### config.mk
export PLATFORM = sky130hd
export DESIGN_NAME = sbk_ctrl
export DESIGN_NICKNAME = d
export VERILOG_FILES = /design/src/pkg/sbk_pkg.sv /design/src/pkg/sbk_bank_if.sv /design/src/rtl/sbk_bank.sv /design/src/rtl/sbk_ctrl.sv
export VERILOG_INCLUDE_DIRS = /design/src /design/src/pkg
export SDC_FILE = /design/constraint.sdc
export NUM_CORES = 1
export LEC_CHECK = 0
export ABC_AREA = 1
export BUFFER_PORTS_ARGS = -buffer_cell sky130_fd_sc_hd__buf_2
export CAP_MARGIN = 20
export CORE_UTILIZATION = 30
export CTS_CLUSTER_DIAMETER = 40
export DETAILED_ROUTE_END_ITERATION = 10
export GPL_TIMING_DRIVEN = 1
export MAX_ROUTING_LAYER = met4
export PLACE_DENSITY_LB_ADDON = 0.12
export SKIP_CTS_REPAIR_TIMING = 1
export SYNTH_ARGS = -nofsm -noshare
export SYNTH_HDL_FRONTEND = slang
export SYNTH_SLANG_ARGS = --single-unit
### constraint.sdc
create_clock -name sys_clk_i -period 2.3 [get_ports sys_clk_i]
set_clock_uncertainty 0.1 [all_clocks]
set_input_delay 0.23 -clock sys_clk_i [delete_from_list [all_inputs] [get_ports sys_clk_i]]
set_output_delay 0.23 -clock sys_clk_i [all_outputs]
set_load 0.02 [all_outputs]
### src/pkg/sbk_params.svh
// timing constants, field layout and counts for the sdram bank/cke controller
`ifndef SBK_PARAMS_SVH
`define SBK_PARAMS_SVH

`define SBK_NUM_BANKS 4
`define SBK_BA_W 2
`define SBK_CNT_W 8
`define SBK_CLK_PERIOD_NS 40
// row precharge, activate-to-column, write recovery, self refresh exit (ns)
`define SBK_TRP_NS 20
`define SBK_TRCD_NS 20
`define SBK_TWR_NS 15
`define SBK_TXSR_NS 75
// least times round up to whole cycles, never below one
`define SBK_CYC_UP(ns) (((ns) + `SBK_CLK_PERIOD_NS - 1) / `SBK_CLK_PERIOD_NS)
`define SBK_TRP_CYC `SBK_CYC_UP(`SBK_TRP_NS)
`define SBK_TRCD_CYC `SBK_CYC_UP(`SBK_TRCD_NS)
`define SBK_TWR_CYC `SBK_CYC_UP(`SBK_TWR_NS)
`define SBK_TXSR_CYC `SBK_CYC_UP(`SBK_TXSR_NS)
`define SBK_CL_DEF 3
`define SBK_BL_DEF 4
// address bit that carries auto precharge with read/write
`define SBK_AP_BIT 10
`define SBK_ADDR_W 13

`endif

### src/pkg/sbk_pkg.sv
// types shared by the sdram bank/cke controller modules
package sbk_pkg;

    typedef enum logic [7:0] {
        CMD_INHIBIT = 8'h01,
        CMD_NOP = 8'h02,
        CMD_ACT = 8'h04,
        CMD_READ = 8'h08,
        CMD_WRITE = 8'h10,
        CMD_PRE = 8'h20,
        CMD_REF = 8'h40,
        CMD_OTHER = 8'h80
    } sbk_cmd_e;

    typedef enum logic [7:0] {
        BK_IDLE = 8'h01,
        BK_ACTIVATING = 8'h02,
        BK_ACTIVE = 8'h04,
        BK_READ = 8'h08,
        BK_WRITE = 8'h10,
        BK_WR_RECOVER = 8'h20,
        BK_PRECHARGING = 8'h40,
        BK_AP_WAIT = 8'h80
    } sbk_bank_e;

    typedef enum logic [4:0] {
        CK_NORMAL = 5'h01,
        CK_POWER_DOWN = 5'h02,
        CK_SELF_REFRESH = 5'h04,
        CK_SR_EXIT = 5'h08,
        CK_SUSPEND = 5'h10
    } sbk_cke_e;

endpackage

### src/pkg/sbk_bank_if.sv
// command carrier from the decoder to each bank tracker
`timescale 1ns/10ps
interface sbk_bank_if;
    logic cmd_act;
    logic cmd_rw;
    logic cmd_wr;
    logic cmd_pre;
    logic ap;
    logic interrupt;
    logic busy;
    logic idle;
    sbk_pkg::sbk_bank_e state;

    modport ctrl (
        output cmd_act, cmd_rw, cmd_wr, cmd_pre, ap, interrupt,
        input busy, idle, state
    );
    modport bank (
        input cmd_act, cmd_rw, cmd_wr, cmd_pre, ap, interrupt,
        output busy, idle, state
    );
endinterface

### src/rtl/sbk_bank.sv
// one bank's state tracker with timed auto precharge
`timescale 1ns/10ps
`include "sbk_params.svh"
module sbk_bank #(
    parameter int CNT_W = `SBK_CNT_W
) (
    // clock and reset
    input wire logic sys_clk_i,
    input wire logic rst_n_i,
    // burst end and stall
    input wire logic burst_done_i,
    input wire logic stall_i,
    // command carrier
    sbk_bank_if.bank cif
);
    localparam logic [CNT_W-1:0] TRP_C = CNT_W'(`SBK_TRP_CYC);
    localparam logic [CNT_W-1:0] TRCD_C = CNT_W'(`SBK_TRCD_CYC);
    localparam logic [CNT_W-1:0] TWR_C = CNT_W'(`SBK_TWR_CYC);

    initial begin
        if (CNT_W < 2) begin
            $error("sbk_bank: counter too narrow");
        end
    end

    sbk_pkg::sbk_bank_e state_reg;
    logic ap_reg;
    logic [CNT_W-1:0] cnt_reg;

    assign cif.state = state_reg;
    assign cif.idle = (state_reg == sbk_pkg::BK_IDLE);
    assign cif.busy = ap_reg;

    // ----------------------------------------------------------------
    // bank state
    // ----------------------------------------------------------------
    always_ff @(posedge sys_clk_i) begin
        if (!rst_n_i) begin
            state_reg <= sbk_pkg::BK_IDLE;
            ap_reg <= 1'b0;
            cnt_reg <= '0;
        end else if (!stall_i) begin
            if (cnt_reg != '0) begin
                cnt_reg <= cnt_reg - 1'b1;
            end
            unique case (state_reg)
                sbk_pkg::BK_IDLE: begin
                    if (cif.cmd_act) begin
                        state_reg <= sbk_pkg::BK_ACTIVATING;
                        cnt_reg <= TRCD_C - 1'b1;
                    end
                end
                sbk_pkg::BK_ACTIVATING: begin
                    if (cnt_reg == '0) begin
                        state_reg <= sbk_pkg::BK_ACTIVE;
                    end
                end
                sbk_pkg::BK_ACTIVE, sbk_pkg::BK_READ, sbk_pkg::BK_WRITE: begin
                    if (cif.cmd_pre) begin
                        state_reg <= sbk_pkg::BK_PRECHARGING;
                        cnt_reg <= TRP_C - 1'b1;
                        ap_reg <= 1'b0;
                    end else if (cif.cmd_rw) begin
                        state_reg <= cif.cmd_wr ? sbk_pkg::BK_WRITE : sbk_pkg::BK_READ;
                        ap_reg <= cif.ap;
                    end else if (cif.interrupt || burst_done_i) begin
                        // an ended or interrupted auto-precharge read starts precharge now; a write recovers first
                        if (!ap_reg) begin
                            state_reg <= sbk_pkg::BK_ACTIVE;
                        end else if (state_reg == sbk_pkg::BK_WRITE) begin
                            // write recovery counted from the interrupting command
                            state_reg <= sbk_pkg::BK_WR_RECOVER;
                            cnt_reg <= TWR_C - 1'b1;
                        end else begin
                            // read: precharge from the interrupting edge
                            state_reg <= sbk_pkg::BK_AP_WAIT;
                            cnt_reg <= TRP_C - 1'b1;
                        end
                    end
                end
                sbk_pkg::BK_WR_RECOVER: begin
                    if (cnt_reg == '0) begin
                        state_reg <= sbk_pkg::BK_AP_WAIT;
                        cnt_reg <= TRP_C - 1'b1;
                    end
                end
                sbk_pkg::BK_PRECHARGING, sbk_pkg::BK_AP_WAIT: begin
                    if (cnt_reg == '0) begin
                        state_reg <= sbk_pkg::BK_IDLE;
                        ap_reg <= 1'b0;
                    end
                end
            endcase
        end
    end
endmodule

### src/rtl/sbk_ctrl.sv
// four-bank command decode, burst interleave and clock-enable state machine
`timescale 1ns/10ps
`include "sbk_params.svh"
module sbk_ctrl #(
    parameter int NUM_BANKS = `SBK_NUM_BANKS,
    parameter int BA_W = `SBK_BA_W,
    parameter int ADDR_W = `SBK_ADDR_W,
    parameter int CAS_LAT = `SBK_CL_DEF,
    parameter int BURST_LEN = `SBK_BL_DEF
) (
    // clock and reset
    input wire logic sys_clk_i,
    input wire logic rst_n_i,
    // command pins
    input wire logic cke_i,
    input wire logic cs_n_i,
    input wire logic ras_n_i,
    input wire logic cas_n_i,
    input wire logic we_n_i,
    input wire logic [BA_W-1:0] ba_i,
    input wire logic [ADDR_W-1:0] addr_i,
    // data path control
    output logic rd_data_en_o,
    output logic [BA_W-1:0] rd_bank_o,
    output logic wr_data_take_o,
    output logic [BA_W-1:0] wr_bank_o,
    // status
    output logic [NUM_BANKS-1:0] bank_idle_o,
    output logic all_idle_o,
    output logic power_down_o,
    output logic self_refresh_o,
    output logic clk_suspend_o,
    output logic cmd_accept_o
);
    localparam int XSR_C = `SBK_TXSR_CYC;
    localparam int BL_W = 4;

    initial begin
        if (NUM_BANKS != (1 << BA_W)) begin
            $error("sbk_ctrl: bank count must match bank address width");
        end
        if (CAS_LAT < 1 || CAS_LAT > 7) begin
            $error("sbk_ctrl: cas latency out of range");
        end
        if (BURST_LEN < 1 || BURST_LEN > 8) begin
            $error("sbk_ctrl: burst length out of range");
        end
        if (ADDR_W <= `SBK_AP_BIT) begin
            $error("sbk_ctrl: address too narrow for auto precharge bit");
        end
    end

    // ----------------------------------------------------------------
    // command decode
    // ----------------------------------------------------------------
    sbk_pkg::sbk_cmd_e cmd;
    always_comb begin
        if (cs_n_i) begin
            cmd = sbk_pkg::CMD_INHIBIT;
        end else begin
            unique case ({ras_n_i, cas_n_i, we_n_i})
                3'b111: cmd = sbk_pkg::CMD_NOP;
                3'b011: cmd = sbk_pkg::CMD_ACT;
                3'b101: cmd = sbk_pkg::CMD_READ;
                3'b100: cmd = sbk_pkg::CMD_WRITE;
                3'b010: cmd = sbk_pkg::CMD_PRE;
                3'b001: cmd = sbk_pkg::CMD_REF;
                default: cmd = sbk_pkg::CMD_OTHER;
            endcase
        end
    end

    // ----------------------------------------------------------------
    // clock-enable state machine
    // ----------------------------------------------------------------
    sbk_pkg::sbk_cke_e ck_reg;
    logic cke_prev_reg;
    logic [7:0] xsr_reg;
    logic burst_on_reg;
    logic all_idle;
    logic nop_like;
    logic live;

    assign nop_like = (cmd == sbk_pkg::CMD_INHIBIT) || (cmd == sbk_pkg::CMD_NOP);
    // commands count only in normal state with cke high on both edges
    assign live = (ck_reg == sbk_pkg::CK_NORMAL) && cke_prev_reg && cke_i;

    always_ff @(posedge sys_clk_i) begin
        if (!rst_n_i) begin
            cke_prev_reg <= 1'b0;
        end else begin
            cke_prev_reg <= cke_i;
        end
    end

    always_ff @(posedge sys_clk_i) begin
        if (!rst_n_i) begin
            ck_reg <= sbk_pkg::CK_NORMAL;
            xsr_reg <= 8'h00;
        end else begin
            unique case (ck_reg)
                sbk_pkg::CK_NORMAL: begin
                    if (cke_prev_reg && !cke_i) begin
                        if (all_idle && nop_like) begin
                            ck_reg <= sbk_pkg::CK_POWER_DOWN;
                        end else if (all_idle && cmd == sbk_pkg::CMD_REF) begin
                            ck_reg <= sbk_pkg::CK_SELF_REFRESH;
                        end else if (burst_on_reg) begin
                            ck_reg <= sbk_pkg::CK_SUSPEND;
                        end
                    end
                end
                sbk_pkg::CK_POWER_DOWN: begin
                    // banks idle for the following edge
                    if (cke_i && nop_like) begin
                        ck_reg <= sbk_pkg::CK_NORMAL;
                    end
                end
                sbk_pkg::CK_SELF_REFRESH: begin
                    if (cke_i && nop_like) begin
                        ck_reg <= sbk_pkg::CK_SR_EXIT;
                        xsr_reg <= 8'(XSR_C - 1);
                    end
                end
                sbk_pkg::CK_SR_EXIT: begin
                    if (xsr_reg == 8'h00) begin
                        ck_reg <= sbk_pkg::CK_NORMAL;
                    end else begin
                        xsr_reg <= xsr_reg - 8'h01;
                    end
                end
                sbk_pkg::CK_SUSPEND: begin
                    // exit edge takes no command; next edge is live
                    if (cke_i) begin
                        ck_reg <= sbk_pkg::CK_NORMAL;
                    end
                end
            endcase
        end
    end

    // ----------------------------------------------------------------
    // bank trackers
    // ----------------------------------------------------------------
    sbk_bank_if bif [NUM_BANKS] ();
    logic [NUM_BANKS-1:0] idle_vec;
    logic stall;
    logic burst_done;
    logic [BA_W-1:0] cur_bank_reg;
    logic cur_wr_reg;
    logic is_rw;

    // suspend freezes internal timing and burst progress
    assign stall = (ck_reg == sbk_pkg::CK_SUSPEND) || (burst_on_reg && !cke_i);
    assign is_rw = live && (cmd == sbk_pkg::CMD_READ || cmd == sbk_pkg::CMD_WRITE);

    genvar g;
    generate
        for (g = 0; g < NUM_BANKS; g++) begin : g_bank
            logic hit;
            assign hit = (ba_i == BA_W'(g));
            // per-bank acceptance regardless of other banks' states
            assign bif[g].cmd_act = live && hit && cmd == sbk_pkg::CMD_ACT;
            assign bif[g].cmd_rw = is_rw && hit;
            assign bif[g].cmd_wr = cmd == sbk_pkg::CMD_WRITE;
            // precharge of another bank leaves this burst running
            assign bif[g].cmd_pre = live && cmd == sbk_pkg::CMD_PRE
                && (hit || addr_i[`SBK_AP_BIT]);
            assign bif[g].ap = addr_i[`SBK_AP_BIT];
            // burst to another bank interrupts this bank's burst
            assign bif[g].interrupt = is_rw && !hit && burst_on_reg
                && cur_bank_reg == BA_W'(g);
            assign idle_vec[g] = bif[g].idle;

            sbk_bank #(
                .CNT_W(`SBK_CNT_W)
            ) u_bank (
                .sys_clk_i(sys_clk_i),
                .rst_n_i(rst_n_i),
                .burst_done_i(burst_done && cur_bank_reg == BA_W'(g)),
                .stall_i(stall),
                .cif(bif[g])
            );
        end
    endgenerate

    // power-down and self-refresh entry only honoured with every bank idle
    assign all_idle = &idle_vec;

    // ----------------------------------------------------------------
    // burst sequencing; newest burst owns the data path
    // ----------------------------------------------------------------
    logic [BL_W-1:0] beat_reg;
    always_ff @(posedge sys_clk_i) begin
        if (!rst_n_i) begin
            burst_on_reg <= 1'b0;
            cur_bank_reg <= '0;
            cur_wr_reg <= 1'b0;
            beat_reg <= '0;
        end else if (is_rw) begin
            // new burst cuts the current one at registration
            burst_on_reg <= 1'b1;
            cur_bank_reg <= ba_i;
            cur_wr_reg <= (cmd == sbk_pkg::CMD_WRITE);
            beat_reg <= BL_W'(BURST_LEN - 1);
        end else if (live && cmd == sbk_pkg::CMD_PRE
            && (ba_i == cur_bank_reg || addr_i[`SBK_AP_BIT])) begin
            burst_on_reg <= 1'b0;
        end else if (burst_on_reg && !stall) begin
            if (beat_reg == '0) begin
                burst_on_reg <= 1'b0;
            end else begin
                beat_reg <= beat_reg - 1'b1;
            end
        end
    end
    assign burst_done = burst_on_reg && !stall && beat_reg == '0 && !is_rw;

    // ----------------------------------------------------------------
    // data path timing
    // ----------------------------------------------------------------
    // write data take pulses once per write, on the clock after the write registers;
    // later beats of the burst raise no take pulse
    always_ff @(posedge sys_clk_i) begin
        if (!rst_n_i) begin
            wr_data_take_o <= 1'b0;
            wr_bank_o <= '0;
        end else begin
            wr_data_take_o <= live && cmd == sbk_pkg::CMD_WRITE;
            wr_bank_o <= ba_i;
        end
    end

    // read pipeline: each read's output window opens CL after registration
    logic [CAS_LAT-1:0] rd_pipe_reg;
    logic [BA_W-1:0] rd_bank_pipe_reg [CAS_LAT];
    logic rd_issue;
    // the command edge is beat one, so the last counted slot adds none
    assign rd_issue = (burst_on_reg && !cur_wr_reg && !stall && beat_reg != '0)
        || (is_rw && cmd == sbk_pkg::CMD_READ);

    always_ff @(posedge sys_clk_i) begin
        if (!rst_n_i) begin
            rd_pipe_reg <= '0;
            for (int i = 0; i < CAS_LAT; i++) begin
                rd_bank_pipe_reg[i] <= '0;
            end
        end else if (!stall) begin
            // a write cuts the read at its registration
            rd_pipe_reg[0] <= rd_issue && !(is_rw && cmd == sbk_pkg::CMD_WRITE);
            rd_bank_pipe_reg[0] <= is_rw ? ba_i : cur_bank_reg;
            for (int i = 1; i < CAS_LAT; i++) begin
                rd_pipe_reg[i] <= rd_pipe_reg[i-1];
                rd_bank_pipe_reg[i] <= rd_bank_pipe_reg[i-1];
            end
        end
    end

    always_ff @(posedge sys_clk_i) begin
        if (!rst_n_i) begin
            rd_data_en_o <= 1'b0;
            rd_bank_o <= '0;
        end else begin
            rd_data_en_o <= rd_pipe_reg[CAS_LAT-1] && !stall;
            rd_bank_o <= rd_bank_pipe_reg[CAS_LAT-1];
        end
    end

    // ----------------------------------------------------------------
    // status outputs
    // ----------------------------------------------------------------
    always_ff @(posedge sys_clk_i) begin
        if (!rst_n_i) begin
            bank_idle_o <= '1;
            all_idle_o <= 1'b1;
            power_down_o <= 1'b0;
            self_refresh_o <= 1'b0;
            clk_suspend_o <= 1'b0;
            cmd_accept_o <= 1'b0;
        end else begin
            bank_idle_o <= idle_vec;
            all_idle_o <= all_idle;
            power_down_o <= ck_reg == sbk_pkg::CK_POWER_DOWN;
            self_refresh_o <= ck_reg == sbk_pkg::CK_SELF_REFRESH || ck_reg == sbk_pkg::CK_SR_EXIT;
            clk_suspend_o <= ck_reg == sbk_pkg::CK_SUSPEND;
            cmd_accept_o <= live && !nop_like;
        end
    end
endmodule

==> Yosys cells after proc, flatten, opt, wreduce, memory -nomap -nowiden <==
Memories as Yosys holds them, arrays and structs flattened. A register that Yosys moved wholly into a read port is not among the register bits.
Cells that the tools add are included.
{ "op_classes": {"n_addsub": 6, "eq_ne": 90, "n_mux": 119, "n_bitwise": 7, "reduce_logical": 123} }
{ "ops": {"columns": ["cell", "n"], "rows": [
  ["8-bit two-way mux", 67],
  ["8-bit case mux with 5 select lines", 4],
  ["8-bit case mux with 3 select lines", 4],
  ["1-bit logical AND", 54],
  ["8-bit case mux with 6 select lines", 1],
  ["5-bit two-way mux", 9],
  ["8-bit by 1-bit equality test with 1-bit output (second input constant)", 5],
  ["8-bit by 2-bit equality test with 1-bit output (second input constant)", 5],
  ["8-bit by 3-bit equality test with 1-bit output (second input constant)", 5],
  ["8-bit by 4-bit equality test with 1-bit output (second input constant)", 5],
  ["8-bit by 5-bit equality test with 1-bit output (second input constant)", 5],
  ["8-bit by 6-bit equality test with 1-bit output (second input constant)", 5],
  ["8-bit by 7-bit equality test with 1-bit output (second input constant)", 5],
  ["8-bit logical NOT", 5],
  ["8-bit by 1-bit subtractor with 8-bit output (second input constant)", 5],
  ["8-bit equality test (second input constant)", 4],
  ["8-bit nonzero test", 4],
  ["6-bit AND reduction", 5],
  ["2-bit by 1-bit != test with 1-bit output (second input constant)", 13],
  ["5-bit case mux with 5 select lines", 1],
  ["2-bit != test (second input constant)", 11],
  ["1-bit two-way mux", 20],
  ["4-bit AND reduction", 5],
  ["2-bit two-way mux", 8],
  ["other kinds (30)", 90]
]} }
{ "totals": {"regBits": 106, "mem_bits_rw": 6, "in_bits": 22, "elab_cells": 376, "n_memories": 1} }
{ "mem_list": {"columns": ["name", "depth", "width", "read_ports", "rd_ports_with_merged_regs", "write_ports", "line_no", "rtl"], "rows": [
  ["rd_bank_pipe_reg", 3, 2, 3, 1, 3, "sbk_ctrl.sv:236", "logic [BA_W-1:0] rd_bank_pipe_reg [CAS_LAT];"]
]} }

==> Logic depth before layout (Yosys ltp) <==
{ "logic_depth": {"word_depth": 14, "depth_mapped": 15} }

==> Cells and area by module <==
A second synthesis with hierarchy kept.
{ "unflattened": {"cells_unflattened": 1090, "hier_area_um2": 7223.2} }
{ "by_module_without_submodules": {"columns": ["module", "n_inst", "cells_each", "area_each_um2"], "rows": [
  ["sbk_bank at g_bank[1].u_bank ...", 2, 194, 1232.4],
  ["sbk_ctrl", 1, 321, 2334.7],
  ["sbk_bank at g_bank[2].u_bank", 1, 194, 1252.5],
  ["sbk_bank at g_bank[0].u_bank", 1, 187, 1171.1]
]} }

==> Worst setup path before layout <==
OpenSTA, ideal clock, no wires.
{ "synth_path": {"path_type": "flip-flop to flip-flop", "start": "register g_bank[0].u_bank.cnt_reg[0]", "end": "register g_bank[0].u_bank.state_reg[7]", "setup_ns": 0.115, "arrival_time_ns": 1.620, "required_ns": 2.085, "slack_ns": 0.465, "path_stages_with_launch": 10, "path_buffers": 0, "path_cell_list": "dfxtp_1 > inv_1 > ha_1 > inv_1 > nor4_1 > o21ai_0 > nor3_4 > nand2_2 > o21ai_1 > nor2_1"} }
{ "synth_between": {"elab_chain_len": 3, "word_cells_on_any_way": 5, "cone_classes": "eq/ne: 3; reduce/logical: 2"} }
{ "synth_lines": {"columns": ["item", "line_no", "rtl"], "rows": [
  ["start, declared", "sbk_bank.sv:28", "logic [CNT_W-1:0] cnt_reg;"],
  ["start signal, assigned", "sbk_bank.sv:44", "cnt_reg <= cnt_reg - 1'b1;"],
  ["start signal, assigned", "sbk_bank.sv:50", "cnt_reg <= TRCD_C - 1'b1;"],
  ["start signal, assigned", "sbk_bank.sv:61", "cnt_reg <= TRP_C - 1'b1;"],
  ["8-bit logical NOT (*)", "sbk_bank.sv:54, sbk_bank.sv:82, sbk_bank.sv:88", null],
  ["2-bit by 1-bit != test with 1-bit output (no source line)", null, null],
  ["6-bit AND reduction (no source line) (*)", null, null],
  ["end signal, assigned", "sbk_bank.sv:55", "state_reg <= sbk_pkg::BK_ACTIVE;"],
  ["end signal, assigned", "sbk_bank.sv:83", "state_reg <= sbk_pkg::BK_AP_WAIT;"],
  ["end signal, assigned", "sbk_bank.sv:89", "state_reg <= sbk_pkg::BK_IDLE;"],
  ["end, declared", "sbk_bank.sv:26", "sbk_pkg::sbk_bank_e state_reg;"]
]} }
Mark *: on every way between the ends. The rest lies on a longest branch, timed or not.
A chain may end at the register's enable or synchronous reset.

==> Worst setup path after layout <==
Ends and elaborated chain as after synthesis.

==> results.py <==
metrics = {
    "pwr": {
        "power_density_mw_per_mm2": 1130,
        "leakage_nw": 3.42,
        "ir_drop_mv": 0.448,
    },
    "timing": {
        "hold_viol": 0,
        "hold_ws_ns": 0.000323,
        "drv_slew": 0,
        "rsz0062_at_grt": "false",
        "tightest_slew_ns": 0.866,
        "maxSlewHeadroom_pct": 42.2,
        "max_freq_mhz": 481,
        "period_share_pct": 90.4,
        "period_minus_slack_ns": 2.08,
        "tns_ns": 0,
        "setup_viol": 0,
    },
    "clock_network": {
        "cts-root-buf": "clkbuf_16",
        "cts_sinks": 114,
        "h-tree-depth": 4,
        "clkLatencyLatePin_ns": 0.42,
        "cts_made_buffers": 17,
        "cts_tree": "done",
        "path_clk_slew_ns": 0.06,
        "cts_buffer_depth": 2,
    },
    "die": {
        "fp-row-count": 53,
        "dieArea_mm2": 0.0224,
        "die_h_um": 150,
        "dieWidth_um": 150,
        "start_util_pct": 30.8,
        "coreArea_mm2": 0.0212,
        "io_pins": 37,
    },
    "grt": {
        "grt_max_degree": 35,
        "grt_pass1_vias": 5777,
        "antenna_found_initial": 0,
        "grt_remaining_overflow": 0,
        "grt_pass1_wl_um": 28400,
        "grt_use_total_pct": 16.7,
    },
    "cells_and_area": {
        "drive_gt1_share_pct": 14.1,
        "layout.nets": 1057,
        "layout.cells.non_filler": 1307,
        "fin_area_mm2": 0.00767,
        "area_growth_pct": 17.2,
        "post-route-util_pct": 36.1,
        "n_antenna_cell": 0,
    },
    "synth": {
        "ys.warnings.count": 0,
        "synth.area.mux_share_pct": 0,
        "synth.area.top_cells": "dfxtp_1 33%, nand2_1 13%, inv_1 7.6%",
        "synth_enable_flop_cells": 6,
        "syn_nets": 1008,
        "synth.avg_cell_area_um2": 6.74,
        "synth-seq-cells": 114,
        "synth_flop_cell": "dfxtp_1",
        "synthSimpleGateAreaFrac_pct": 38.7,
        "synth_compound_area_share_pct": 9.94,
        "synth_top_family_by_area": "simple AND/OR/NAND/NOR gates",
        "synthArstFlopShare_pct": 0,
        "yosysSeqAreaShare_pct": 35.8,
        "synthCells": 970,
        "synth_xor_area_share_pct": 3.08,
        "syn_area_mm2": 0.00654,
        "synthAdderAreaFrac_pct": 3.06,
        "yosysTopAreaCell": "dfxtp_1",
        "synth_cell_types": 46,
        "synth_top_area_share_pct": 33.0,
    },
    "flow_run": {
        "drv_cap": 0,
    },
    "setup_path": {
        "critical_path_class": "reg2reg",
        "critPathMaxFanout": 7,
        "start_kind": "flop",
        "rr_startpoint": "g_bank[0].u_bank.cnt_reg[0]$_SDFFE_PN0N_",
        "crit_chain": "inv_1 > ha_1 > inv_1 > nor4_1 > buf_4 > o21ai_0 > nor3_4 > nand2_2 > o21ai_1 > nor2_1",
        "crit_path_start": "g_bank[0].u_bank.cnt_reg[0]$_SDFFE_PN0N_",
        "reg2reg_depth": 10,
        "cp_slowest_cell": "nor4_1",
        "crit_required_ns": 2.51,
        "cp.arrival_ns": 2.29,
        "cpPeakStageDelay_ns": 0.33,
        "ff2ff_setup_slack_ns": 0.22,
        "endpoint_kind": "flop",
        "critPathMostFrequentCell": "inv_1",
        "r2r-end": "g_bank[0].u_bank.cif.state[7]$_SDFFE_PN0P_",
    },
    "placement": {
        "hpwlAfterDp_um": 12500,
        "place_area_mm2": 0.00708,
        "placed_cells": 1274,
        "port_buffers": 24,
        "gp_congestion": 0.825,
    },
    "routing": {
        "final_antenna_net_count": 0,
        "wire_per_inst_um": 12.9,
        "drt_iter0_drc": 304,
        "via_count": 6061,
        "dr.pass1.iters": 5,
        "viasPerCell": 4.64,
        "drcViolationCount": 0,
        "wl_um": 16900,
    },
    "run_status": {
        "status": "finished, final reports clean",
    },
    "hold_path": {
        "hp-start": "cke_i",
        "worst_hold_path.endpoint": "cke_prev_reg$_SDFF_PN0_",
        "whs_path_depth": 3,
        "hold_path_class": "in2reg",
    },
}
## synthesized netlist by cell type, types with 3 or more instances
master / n
a21oi_1: 49
buf_2: 3
clkbuf_1: 9
dfxtp_1: 108
edfxtp_1: 6
ha_1: 16
inv_1: 132
inv_2: 11
nand2_1: 229
nand2_2: 11
nand2_4: 4
nand3_1: 84
nand3_2: 8
nand3b_1: 3
nand4_1: 26
nor2_1: 121
nor2_2: 14
nor2_4: 3
nor3_1: 16
nor4_1: 6
o21ai_0: 26
o21ai_1: 22
o21ai_2: 3
o22ai_1: 5
xnor2_1: 5
xor2_1: 18
## layout make-up
| class | instances | area, um2 |
|---|---|---|
| sequential | 114 | 2340 |
| clock buffer | 23 | 468 |
| inverter | 146 | 553 |
| clock inverter | 9 | 83.8 |
| multi-input combinational | 697 | 3610 |
| timing repair buffer | 43 | 263 |
| fill | 2307 | 13600 |
| tap | 275 | 344 |
## cells by family (layout without fill, tap and decap cells)
| group | after synthesis | after routing |
|---|---|---|
| AOI/OAI and AO/OA | 118 | 118 |
| xor gates and xnor gates | 23 | 23 |
| adders and majority gates | 16 | 16 |
| buffers and inverters | 159 | 221 |
| DFF | 114 | 114 |
| and+or+nand+nor | 540 | 540 |
## through the flow
step	power (mW)	setup WS (ns)
after floorplan	5.33	0.465
after global placement	6.23	0.144
after detailed placement	6.19	0.144
after CTS	8.76	0.118
after global routing	9.39	0.00444
final	8.66	0.220
## cell usage in the layout, fill, tap and decap left out, types with 3 or more instances in the layout
cell,Yosys,layout
nand4_1,26,26
xnor2_1,5,5
nand2_1,229,229
buf_4,0,19
a21oi_1,49,49
o21ai_1,22,22
edfxtp_1,6,6
nor3_1,16,16
clkinv_2,0,3
buf_2,3,24
nor2_4,3,3
nand3_1,84,82
nor2_2,14,15
inv_2,11,11
nand3_2,8,9
o21ai_2,3,3
o21ai_0,26,26
o22ai_1,5,5
nand2_2,11,11
nor2_1,121,120
clkbuf_16,0,17
ha_1,16,16
clkinvlp_4,0,4
dfxtp_1,108,108
nor4_1,6,6
nand2_4,4,4
xor2_1,18,18
inv_1,132,132
nand3b_1,3,3
clkbuf_1,9,4
## worst max-delay path by stage
stage | to | slack (ns)
after floorplan | g_bank[0].u_bank.cif.state[7]$_SDFFE_PN0P_ | 0.47
after global placement | g_bank[3].u_bank.cnt_reg[5]$_SDFFE_PN0N_ | 0.14
after detailed placement | g_bank[3].u_bank.cnt_reg[5]$_SDFFE_PN0N_ | 0.14
after CTS | g_bank[3].u_bank.cnt_reg[5]$_SDFFE_PN0N_ | 0.12
after global routing | g_bank[1].u_bank.cif.state[7]$_SDFFE_PN0P_ | 0.004
final | g_bank[0].u_bank.cif.state[7]$_SDFFE_PN0P_ | 0.22
## power breakdown
part / switching (mW) / leakage, nW / internal (mW)
clock network: 0.975 / 0.259 / 1.54
registers: 0.232 / 0.955 / 2.34
logic: 2.31 / 2.20 / 1.26
## per-layer routing
| layer | global-route usage, % | vias to the layer above | part of all wire, % | wire [um] |
|---|---|---|---|---|
| met4 | 4.80 | 0 | 1.2 | 202 |
| met5 | - | - | 0 | 0 |
| met2 | 25.7 | 77 | 44 | 7480 |
| li1 | - | 3226 | - | - |
| met3 | 3.63 | 18 | 3.2 | 547 |
| met1 | 21.9 | 2740 | 51 | 8700 |
## critical path: cells and delay by family (launching register included)
kind                       cells  cell delay [ns]
AOI/OAI and AO/OA              2             0.29
adders and majority gates      1             0.16
and+or+nand+nor                4             0.76
DFF                            1             0.30
buffers and inverters          3             0.37
Power figures use the tool's default switching activity.
